### src/hw/irq_logic_regs.vh
// Register offsets, field positions, reset values and vectors of the interrupt logic
`ifndef IRQ_LOGIC_REGS_VH
`define IRQ_LOGIC_REGS_VH

// Avalon-MM word offsets (byte address = 4 * index)
`define OFS_IRQ_STATUS     4'h0
`define OFS_TIMER_STATUS   4'h1
`define OFS_CPU_STATUS     4'h2
`define OFS_PERIPH_FLAG    4'h3
`define OFS_PERIPH_ENABLE  4'h4
`define OFS_VECTOR         4'h5

// irq_status_reg fields
`define BIT_EXT_PIN_ENABLE    0
`define BIT_TMR_OVF_ENABLE    1
`define BIT_COUNT_PIN_ENABLE  2
`define BIT_PERIPH_GRP_ENABLE 3
`define BIT_EXT_PIN_FLAG      4
`define BIT_TMR_OVF_FLAG      5
`define BIT_COUNT_PIN_FLAG    6
`define BIT_PERIPH_SUM_FLAG   7

// timer_status_reg fields
`define BIT_EXT_EDGE_SELECT   7
`define BIT_COUNT_EDGE_SELECT 6

// cpu status field
`define BIT_GLOBAL_DISABLE    4

// Reset values
`define RST_IRQ_STATUS   8'h00
`define RST_TIMER_STATUS 8'h00
`define RST_PERIPH_FLAG  8'h00
`define RST_PERIPH_EN    8'h00

// Vector addresses
`define VEC_NONE      16'h0000
`define VEC_EXT_PIN   16'h0008
`define VEC_TMR_OVF   16'h0010
`define VEC_COUNT_PIN 16'h0018
`define VEC_PERIPH    16'h0020

`endif

### src/hw/pin_edge_detect.v
// Pin synchroniser and selectable edge detector
`timescale 1ns/10ps
module pin_edge_detect (
    input  wire core_clk,
    input  wire nrst,
    input  wire pin,
    input  wire rise_sel,
    output reg  edge_pulse
);
    reg [2:0] sync;
    reg       stable;
    reg       stable_d;
    reg [1:0] fill;

    always @(posedge core_clk) begin
        if (!nrst) begin
            sync       <= 3'h0;
            stable     <= 1'b0;
            stable_d   <= 1'b0;
            fill       <= 2'h0;
            edge_pulse <= 1'b0;
        end else begin
            sync <= {sync[1:0], pin};
            if (fill != 2'h3) begin
                // Follow the pin silently after reset, no false edge
                fill       <= fill + 2'h1;
                stable     <= sync[1];
                stable_d   <= sync[1];
                edge_pulse <= 1'b0;
            end else begin
                // Accept a change once stages two and three agree
                if (sync[1] == sync[2])
                    stable <= sync[2];
                stable_d   <= stable;
                edge_pulse <= rise_sel ? (stable & ~stable_d) : (~stable & stable_d);
            end
        end
    end
endmodule // pin_edge_detect

### src/hw/four_vector_interrupt_logic.v
// Four-vector interrupt logic with Avalon-MM register access
//
// The register addresses and the Avalon-MM register port were decided locally.
`timescale 1ns/10ps
`include "irq_logic_regs.vh"

// Summary of operation
// - Vectors 0008h ext pin, 0010h timer, 0018h count pin, 0020h peripherals.
// - Fixed priority: ext pin first, then timer, count pin, peripherals last.
// - Flags set on events regardless of enables or global disable.
// - Ext pin edge: rising when edge select bit 7 set, else falling.
// - Valid ext pin edge sets status bit 4.
// - Ext pin interrupt masked while status bit 0 clear.
// - Enabled ext pin interrupt wakes the core from sleep.
// - Count pin edge: rising when timer status bit 6 set, else falling.
// - Valid count pin edge sets status bit 6.
// - Count pin interrupt masked while status bit 2 clear.
// - Enabled count pin interrupt wakes the core from sleep.
// - Peripheral summary flag is read-only OR of flag AND enable.
// - Enabled peripheral sources wake the core via the summary.
// - Entry saves only the return address on the stack.
// - Taking an interrupt sets global disable, pushes return, loads vector.
// - Return from interrupt clears global disable and pops the program counter unless an interrupt is taken in the same cycle.
// - Reset sets global disable.
// - Simultaneous pending interrupts vector to highest priority first.
module four_vector_interrupt_logic (
    input  wire        core_clk,
    input  wire        nrst,
    // Avalon-MM slave
    input  wire [3:0]  address,
    input  wire        read,
    input  wire        write,
    input  wire [31:0] writedata,
    input  wire [3:0]  byteenable,
    output reg  [31:0] readdata,
    output wire        waitrequest,
    // Pins
    input  wire        ext_irq_pin,
    input  wire        timer_clock_pin,
    // Timer and peripheral events
    input  wire        timer_overflow_event,
    input  wire [7:0]  periph_event,
    // Core sequencer
    input  wire        irq_ack,
    input  wire        return_from_irq,
    input  wire [15:0] return_pc,
    input  wire        core_sleeping,
    output wire        irq_request,
    output reg  [15:0] irq_vector,
    output reg         stack_push,
    output reg  [15:0] stack_push_data,
    output reg         stack_pop,
    output wire        wake
);
    reg  [7:0] irq_status_reg;
    reg  [7:0] timer_status_reg;
    reg        global_irq_disable;
    reg  [7:0] periph_flag_regs;
    reg  [7:0] periph_enable_regs;
    reg        bus_ack;

    wire ext_pin_edge;
    wire count_pin_edge;

    wire ext_pin_enable      = irq_status_reg[`BIT_EXT_PIN_ENABLE];
    wire tmr_ovf_enable      = irq_status_reg[`BIT_TMR_OVF_ENABLE];
    wire count_pin_enable    = irq_status_reg[`BIT_COUNT_PIN_ENABLE];
    wire periph_group_enable = irq_status_reg[`BIT_PERIPH_GRP_ENABLE];
    wire ext_pin_flag        = irq_status_reg[`BIT_EXT_PIN_FLAG];
    wire timer_overflow_flag = irq_status_reg[`BIT_TMR_OVF_FLAG];
    wire count_pin_flag      = irq_status_reg[`BIT_COUNT_PIN_FLAG];
    wire periph_summary_flag = |(periph_flag_regs & periph_enable_regs);
    wire ext_edge_select       = timer_status_reg[`BIT_EXT_EDGE_SELECT];
    wire count_pin_edge_select = timer_status_reg[`BIT_COUNT_EDGE_SELECT];

    // Per-source pending, ignoring global disable
    wire ext_pend    = ext_pin_flag & ext_pin_enable;
    wire tmr_pend    = timer_overflow_flag & tmr_ovf_enable;
    wire count_pend  = count_pin_flag & count_pin_enable;
    wire periph_pend = periph_summary_flag & periph_group_enable;

    pin_edge_detect ext_det (
        .core_clk   (core_clk),
        .nrst       (nrst),
        .pin        (ext_irq_pin),
        .rise_sel   (ext_edge_select),
        .edge_pulse (ext_pin_edge)
    );

    pin_edge_detect count_det (
        .core_clk   (core_clk),
        .nrst       (nrst),
        .pin        (timer_clock_pin),
        .rise_sel   (count_pin_edge_select),
        .edge_pulse (count_pin_edge)
    );

    wire any_pend = ext_pend | tmr_pend | count_pend | periph_pend;
    assign irq_request = any_pend & ~global_irq_disable;
    // Wake ignores global disable so a masked core still leaves sleep
    wire ext_wake    = ext_pend;
    wire tmr_wake    = tmr_pend;
    wire count_wake  = count_pend;
    wire periph_wake = periph_pend;
    assign wake = core_sleeping & (ext_wake | tmr_wake | count_wake | periph_wake);

    // One-hot grant of the highest-priority pending source
    wire [3:0] pend_vec = {periph_pend, count_pend, tmr_pend, ext_pend};
    reg  [3:0] grant;

    always @* begin
        grant = 4'h0;
        if (pend_vec[0])
            grant = 4'h1;
        else if (pend_vec[1])
            grant = 4'h2;
        else if (pend_vec[2])
            grant = 4'h4;
        else if (pend_vec[3])
            grant = 4'h8;
        else
            grant = 4'h0;
    end

    // Vector of the granted source
    always @* begin
        case (grant)
            4'h1: begin
                irq_vector = `VEC_EXT_PIN;
            end
            4'h2: begin
                irq_vector = `VEC_TMR_OVF;
            end
            4'h4: begin
                irq_vector = `VEC_COUNT_PIN;
            end
            4'h8: begin
                irq_vector = `VEC_PERIPH;
            end
            default: begin
                irq_vector = `VEC_NONE;
            end
        endcase
    end

    // Bus: one wait cycle, answer on the second edge
    wire bus_req  = read | write;
    assign waitrequest = bus_req & ~bus_ack;
    wire wr_take  = write & bus_ack;
    wire wr_lane0 = wr_take & byteenable[0];

    // Per-register write strobes, true only on the accepting edge
    wire wr_irq_status    = wr_lane0 & (address == `OFS_IRQ_STATUS);
    wire wr_timer_status  = wr_lane0 & (address == `OFS_TIMER_STATUS);
    wire wr_cpu_status    = wr_lane0 & (address == `OFS_CPU_STATUS);
    wire wr_periph_flag   = wr_lane0 & (address == `OFS_PERIPH_FLAG);
    wire wr_periph_enable = wr_lane0 & (address == `OFS_PERIPH_ENABLE);

    always @(posedge core_clk) begin
        if (!nrst) begin
            bus_ack <= 1'b0;
        end else begin
            bus_ack <= bus_req & ~bus_ack;
        end
    end

    // Read mux, captured into readdata during the wait cycle
    reg [31:0] next_readdata;
    always @* begin
        next_readdata = 32'h00000000;
        case (address)
            `OFS_IRQ_STATUS: begin
                next_readdata[7:0] = {periph_summary_flag, irq_status_reg[6:0]};
            end
            `OFS_TIMER_STATUS: begin
                next_readdata[7:0] = timer_status_reg;
            end
            `OFS_CPU_STATUS: begin
                next_readdata[`BIT_GLOBAL_DISABLE] = global_irq_disable;
            end
            `OFS_PERIPH_FLAG: begin
                next_readdata[7:0] = periph_flag_regs;
            end
            `OFS_PERIPH_ENABLE: begin
                next_readdata[7:0] = periph_enable_regs;
            end
            `OFS_VECTOR: begin
                next_readdata[15:0] = irq_vector;
            end
            default: begin
                next_readdata = 32'h00000000;
            end
        endcase
    end

    always @(posedge core_clk) begin
        if (!nrst) begin
            readdata <= 32'h00000000;
        end else if (read && !bus_ack) begin
            readdata <= next_readdata;
        end
    end

    // Status register: hardware set wins over software write
    reg [7:0] next_status;
    always @* begin
        next_status = irq_status_reg;
        if (wr_irq_status)
            next_status[6:0] = writedata[6:0];
        // Summary bit is never stored; reads show the live OR
        next_status[`BIT_PERIPH_SUM_FLAG] = 1'b0;
        if (ext_pin_edge)
            next_status[`BIT_EXT_PIN_FLAG] = 1'b1;
        if (timer_overflow_event)
            next_status[`BIT_TMR_OVF_FLAG] = 1'b1;
        if (count_pin_edge)
            next_status[`BIT_COUNT_PIN_FLAG] = 1'b1;
    end

    always @(posedge core_clk) begin
        if (!nrst) begin
            irq_status_reg <= `RST_IRQ_STATUS;
        end else begin
            irq_status_reg <= next_status;
        end
    end

    reg [7:0] next_pflag;
    always @* begin
        next_pflag = periph_flag_regs;
        if (wr_periph_flag)
            next_pflag = writedata[7:0];
        next_pflag = next_pflag | periph_event;
    end

    always @(posedge core_clk) begin
        if (!nrst) begin
            periph_flag_regs <= `RST_PERIPH_FLAG;
        end else begin
            periph_flag_regs <= next_pflag;
        end
    end

    reg [7:0] next_timer_status;
    always @* begin
        next_timer_status = timer_status_reg;
        if (wr_timer_status)
            next_timer_status = writedata[7:0];
    end

    always @(posedge core_clk) begin
        if (!nrst) begin
            timer_status_reg <= `RST_TIMER_STATUS;
        end else begin
            timer_status_reg <= next_timer_status;
        end
    end

    reg [7:0] next_periph_enable;
    always @* begin
        next_periph_enable = periph_enable_regs;
        if (wr_periph_enable)
            next_periph_enable = writedata[7:0];
    end

    always @(posedge core_clk) begin
        if (!nrst) begin
            periph_enable_regs <= `RST_PERIPH_EN;
        end else begin
            periph_enable_regs <= next_periph_enable;
        end
    end

    // Core entry and return take precedence over software writes
    wire take_irq = irq_ack & irq_request;
    reg  next_global_disable;
    always @* begin
        next_global_disable = global_irq_disable;
        if (take_irq)
            next_global_disable = 1'b1;
        else if (return_from_irq)
            next_global_disable = 1'b0;
        else if (wr_cpu_status)
            next_global_disable = writedata[`BIT_GLOBAL_DISABLE];
    end

    always @(posedge core_clk) begin
        if (!nrst) begin
            global_irq_disable <= 1'b1;
        end else begin
            global_irq_disable <= next_global_disable;
        end
    end

    // Stack handshake toward the core sequencer
    always @(posedge core_clk) begin
        if (!nrst) begin
            stack_push      <= 1'b0;
            stack_push_data <= 16'h0000;
            stack_pop       <= 1'b0;
        end else begin
            stack_push <= take_irq;
            stack_pop  <= return_from_irq & ~take_irq;
            if (take_irq)
                stack_push_data <= return_pc;
        end
    end
endmodule // four_vector_interrupt_logic

### config.mk
export PLATFORM = sky130hd
export DESIGN_NAME = four_vector_interrupt_logic
export DESIGN_NICKNAME = d
export VERILOG_FILES = /design/src/hw/pin_edge_detect.v /design/src/hw/four_vector_interrupt_logic.v
export VERILOG_INCLUDE_DIRS = /design/src /design/src/hw
export SDC_FILE = /design/constraint.sdc
export NUM_CORES = 1
export LEC_CHECK = 0
export ABC_AREA = 1
export BUFFER_PORTS_ARGS = -buffer_cell sky130_fd_sc_hd__buf_2
export CORE_AREA = 8 8 94 96
export CTS_BUF_LIST = sky130_fd_sc_hd__clkbuf_2 sky130_fd_sc_hd__clkbuf_4 sky130_fd_sc_hd__clkbuf_8
export CTS_CLUSTER_DIAMETER = 150
export DETAILED_ROUTE_END_ITERATION = 7
export DIE_AREA = 0 0 102 104
export PLACE_DENSITY = 0.89
export SLEW_MARGIN = 20
export SYNTH_ARGS = -nofsm -noshare
export SYNTH_HDL_FRONTEND = slang
export SYNTH_HIERARCHICAL = 1
export SYNTH_SLANG_ARGS = --single-unit
### constraint.sdc
create_clock -name core_clk -period 1.5 [get_ports core_clk]
set_input_delay 0.225 -clock core_clk [delete_from_list [all_inputs] [get_ports core_clk]]
set_output_delay 0.225 -clock core_clk [all_outputs]
set_load 0.02 [all_outputs]
==> results.tsv, run 1 <==
metric	value	unit
outcome	finished with violations	
violations	setup timing	
arrival	1.34	ns
syn_inst	495	
hold_path_class	in -> reg	
largest_reg_flops	16	
io_buffers	78	
cts_root_buf	clkbuf_8	
max_freq	0.638	GHz
synth_area_per_cell	7.22	sq um
yosys.area.top_type_share	0.420	
die_h	104	um
ios	143	
cts_sinks	75	
dp_hpwl	7.02	mm
synth-edff-count	0	
synth_area_leaders	dfxtp_1, nand2_1, buf_4, inv_1, a21oi_1	
largest-register	stack_push_data	
numCtsBuffers	9	
grtUsageTotal	0.175	
hold_slack	0.0518	ns
coreArea	0.00745	sq mm
finalPower	4.30	mW
fin_nets	666	
cellPowerDensity	993	mW/mm^2
crit_path_top_delay_cell	dfxtp_2	
postRouteAntennaNets	0	
synth_area	0.00358	sq mm
antenna_cells	0	
syn_to_final_growth	21.2	%
peakVddDrop	0.609	mV
grt_pass1_vias	3320	
finalHoldViolations	0	
drive_gt1_frac	0.277	
avgViaCountPerCell	4.89	
synth-async-reset-ratio	0	
worst_skew_pair.late_latency	0.35	ns
final_util	0.582	
setup_viol	3	
ys_warn_count	6	
dieArea	0.0106	sq mm
rsz0062_at_grt	true	
cap_viol_max_count	0	
cts_max_path_buffers	2	
cts_tree	done	
grt_pass1_wl	15.0	mm
required	1.27	ns
synth_flop_cell	dfxtp_1	
layout_min_cycle_time	1.57	ns
ys_ff_latch	75	
num_vias	3406	
critPathMaxStageDelay	0.35	ns
overflow	0	
wirelength	9.19	mm
start_util	0.480	
cts-htree-levels	3	
firstDrtPassIters	5	
wl_per_cell	13.2	um
p_leak	2.24	nW
drcViolationCount	0	
crit_type	reg -> out	
grt_max_degree	33	
drt_iter0_drc	183	
period_share	1.04	
start_kind	flop	
synth.distinct_cells	28	
synth_most_common_cell	nand2_1	
crit_chain	nand2_1 > nand2_1 > nor2_1 > nand2_2 > nand2_4 > a21oi_4 > buf_6	
cp-end-kind	primary output	
yosysSeqAreaShare	0.420	
antenna_found_initial	0	
skew	0.00928	ns
regToRegSetupSlack	0.14	ns
cp_max_fo	4	
synth_common_cells	nand2_1, dfxtp_1, inv_1, buf_4, nor2_1	
placementRows	32	
die_x	102	um
maxSlewViolCount	0	
gp_congestion	0.922	
synth_top_area_cell	dfxtp_1	
clk_pin_slew_worst_paths	0.08	ns
path_common_cell	nand2_1	
setup_ws	-0.0666	ns
## per-layer routing
metal	global-route usage	wire, um	vias to the layer above
li1	-	-	1697
met1	0.190	3550	1539
met2	0.307	4600	139
met3	0.0355	713	31
met4	0.0902	326	0
met5	0	0	-
## cells in the final DEF, fill, tap and decap left out, types with 4 or more instances in the layout
| master | n |
|---|---|
| inv_1 | 60 |
| nand2_1 | 110 |
| clkbuf_8 | 11 |
| o21ai_1 | 12 |
| nor2_1 | 36 |
| o21ai_0 | 25 |
| dfxtp_2 | 17 |
| buf_2 | 74 |
| buf_4 | 23 |
| inv_2 | 6 |
| nor2_4 | 6 |
| dfxtp_1 | 58 |
| nand2_2 | 5 |
| a21oi_1 | 34 |
| conb_1 | 37 |
| nand3_1 | 27 |
| o31ai_1 | 4 |
| nor2_2 | 6 |
| nand4_1 | 20 |
## power by group
part           internal [mW]  switching (mW)  total (mW)
combinational          0.134           0.294       0.428
sequential              2.05          0.0352        2.09
clock                   1.03           0.754        1.79
## worst max-delay path, delay by kind of cell, from the launching register on
family	cells	cell delay, ns
AO/OA/AOI/OAI	1	0.16
AND/OR/NAND/NOR	5	0.35
buffers and inverters	1	0.14
flip-flops	1	0.35
## layout make-up
cell class	count	area, sq um
clock buffers	11	151
clock inverters	5	83.8
fillers	687	3110
inverters	66	248
multi-input cells	339	1630
flip-flops and latches	75	1520
well taps	102	128
repair buffers	99	566
## logic make-up after synthesis
group / Yosys count / synth area share
buffers and inverters: 117 / 0.168
AOI/OAI and AO/OA: 82 / 0.125
other: 1 / 0.00105
DFF: 75 / 0.420
and+or+nand+nor: 218 / 0.280
adders and majority gates: 2 / 0.00700
## metrics by stage
step	worst slack [ns]	cells	setup TNS, ns	area [sq um]
final	-0.0666	697	-0.156	4330
after global routing	-0.132	697	-0.363	4330
after CTS	-0.0939	692	-0.218	4270
after detailed placement	0.0116	673	0	3980
after global placement	0.0679	673	0	3980
after floorplan	0.141	531	0	3710
## worst paths after layout
check,start,to,cells after the start
worst max-delay path,periph_enable_regs[1]$_SDFFE_PN0P_,irq_request,7
worst min register to register,ext_det/sync[0]$_SDFF_PN0_,ext_det/sync[1]$_SDFF_PN0_,2
worst min-delay path,timer_clock_pin,count_det/sync[0]$_SDFF_PN0_,3
worst max register to register,bus_ack$_SDFF_PN0_,periph_flag_regs[3]$_SDFF_PN0_,5
## what timing repair did
item                                    CTS  global route
pin swaps                                 2             5
endpoints found under the setup margin    5            23
setup buffers                             3             5
gates resized for setup                  17            12
hold buffers                              0             0
Note: power is estimated with default switching activity, not from simulation.
==> inputs of run 2 (changes only) <==
--- a/config.mk
+++ b/config.mk
@@ -7,13 +7,13 @@
 export NUM_CORES = 1
 export LEC_CHECK = 0
 export ABC_AREA = 1
-export BUFFER_PORTS_ARGS = -buffer_cell sky130_fd_sc_hd__buf_2
 export CORE_AREA = 8 8 94 96
 export CTS_BUF_LIST = sky130_fd_sc_hd__clkbuf_2 sky130_fd_sc_hd__clkbuf_4 sky130_fd_sc_hd__clkbuf_8
 export CTS_CLUSTER_DIAMETER = 150
 export DETAILED_ROUTE_END_ITERATION = 7
 export DIE_AREA = 0 0 102 104
-export PLACE_DENSITY = 0.89
+export DONT_BUFFER_PORTS = 1
+export PLACE_DENSITY = 0.72
 export SLEW_MARGIN = 20
 export SYNTH_ARGS = -nofsm -noshare
 export SYNTH_HDL_FRONTEND = slang
==> results.tsv, run 2 (same netlist as run 1, synthesis figures left out) <==
metric	value	unit
dieArea	0.0106	sq mm
finalHoldViolations	0	
start_kind	flop	
wl_met3	757	um
die_x	102	um
cts_tree	done	
critPathMaxStageDelay	0.34	ns
finalPower	4.54	mW
setup_ws	-0.0906	ns
max_freq	0.629	GHz
antenna_found_initial	0	
crit_family	simple AND/OR/NAND/NOR gates	
p_leak	1.96	nW
cts_max_path_buffers	2	
skew	0.00777	ns
setup_viol	3	
cellPowerDensity	1100	mW/mm^2
antenna_cells	0	
worst_pin_slew	0.586	ns
firstDrtPassIters	6	
violations	setup timing	
postLayoutCellArea	0.00413	sq mm
crit_path_top_delay_cell	dfxtp_2	
layout_min_cycle_time	1.59	ns
worst_skew_pair.late_latency	0.34	ns
wl_per_cell	14.5	um
wl_met2	4.73	mm
seqCellArea	0.00152	sq mm
die_h	104	um
clk_pin_slew_worst_paths	0.08	ns
cp_max_fo	5	
arrival	1.37	ns
placed_area	0.00359	sq mm
grt_pass1_vias	3099	
overflow	0	
mostFrequentLayoutCell	nand2_1	
crit_buf_inv	1	
hold_path_class	in -> reg	
relSlewSlack	0.608	
gp_congestion	0.887	
io_buffers	0	
syn_to_final_growth	15.6	%
dp_hpwl	6.48	mm
drcViolationCount	0	
path_common_cell	nand2_2	
postRouteAntennaNets	0	
coreArea	0.00745	sq mm
grtUsageTotal	0.170	
largest-register	stack_push_data	
wirelength	9.15	mm
period_share	1.06	
cap_viol_max_count	0	
maxSlewViolCount	0	
m1WireLength	3.49	mm
fillers	725	
fin_nets	601	
top_layer	met4	
placementRows	32	
numCtsBuffers	9	
fin_tns_setup	-0.202	ns
outcome	finished with violations	
start_util	0.480	
largest_reg_flops	16	
grt_max_degree	65	
grt_pass1_wl	14.5	mm
cts_sinks	75	
peakVddDrop	0.683	mV
ios	143	
cp-end-kind	primary output	
layout_common_cells	nand2_1, dfxtp_1, inv_1	
crit_type	reg -> out	
drt_iter0_drc	150	
cts_root_buf	clkbuf_8	
drive_gt1_frac	0.183	
avgViaCountPerCell	5.02	
num_vias	3170	
cts-htree-levels	3	
crit_chain	nand2_2 > nand2_2 > nor2_2 > nand2_2 > nand2_4 > a21oi_4 > buf_12	
multi_input_area	0.00168	sq mm
required	1.27	ns
rsz0062_at_grt	true	
## run 2: changes by cell type in the layout (fill, tap and decap cells not counted), sizes merged
| cell | before | now |
|---|---|---|
| bufinv | 2 | 4 |
| clkinvlp | 2 | 0 |
| inv | 67 | 66 |
| buf | 99 | 22 |
| nand3 | 30 | 32 |
| clkbuf | 11 | 12 |
| dlygate4sd3 | 0 | 10 |
## run 2: metrics by stage
stage | setup WS [ns] | hold slack [ns] | instances | util
after detailed placement | -0.00181 | 0.330 | 594 | 0.482
after global routing | -0.153 | 0.00734 | 632 | 0.555
final | -0.0906 | 0.0226 | 632 | 0.555
after global placement | 0.0764 | 0.325 | 594 | 0.482
after CTS | -0.0938 | 0.000525 | 630 | 0.554
after floorplan | 0.141 | 0.318 | 531 | -
## run 2: path summary, 6_finish.rpt
kind	cells after the start	to	start	slack, ns
setup / recovery	7	irq_request	periph_enable_regs[0]$_SDFFE_PN0P_	-0.09
hold / removal	2	periph_flag_regs[5]$_SDFF_PN0_	writedata[5]	0.02
setup reg to reg	9	global_irq_disable$_SDFFE_PP1P_	periph_enable_regs[0]$_SDFFE_PN0P_	0.10
hold reg to reg	2	ext_det/sync[1]$_SDFF_PN0_	ext_det/sync[0]$_SDFF_PN0_	0.41
## run 2: repair_timing
item                                    CTS  global route
gates cloned                              2             2
hold endpoints to repair                 16             0
pin swaps                                 5            11
buffers inserted                          8             2
hold buffers                             10             0
resized for setup                        19            13
endpoints found under the setup margin    5            23
## run 2: layout make-up
type                            instances  share of cell area
Clock buffer                           12              0.0384
Clock inverter                          4              0.0291
Tap cell                              102              0.0309
Sequential cell                        75               0.368
Inverter                               66              0.0599
Multi-Input combinational cell        341               0.406
Timing Repair Buffer                   32              0.0681
## run 2: per-layer routing
layer | track usage | up-vias
li1 | - | 1576
met1 | 0.175 | 1461
met2 | 0.307 | 113
met3 | 0.0455 | 20
met4 | 0.0766 | 0
met5 | 0 | -
## run 2: where the power goes
part           switching, mW  internal, mW  total, mW
Combinational          0.231         0.101      0.332
Sequential            0.0400          2.05       2.09
Clock                  0.731          1.38       2.12
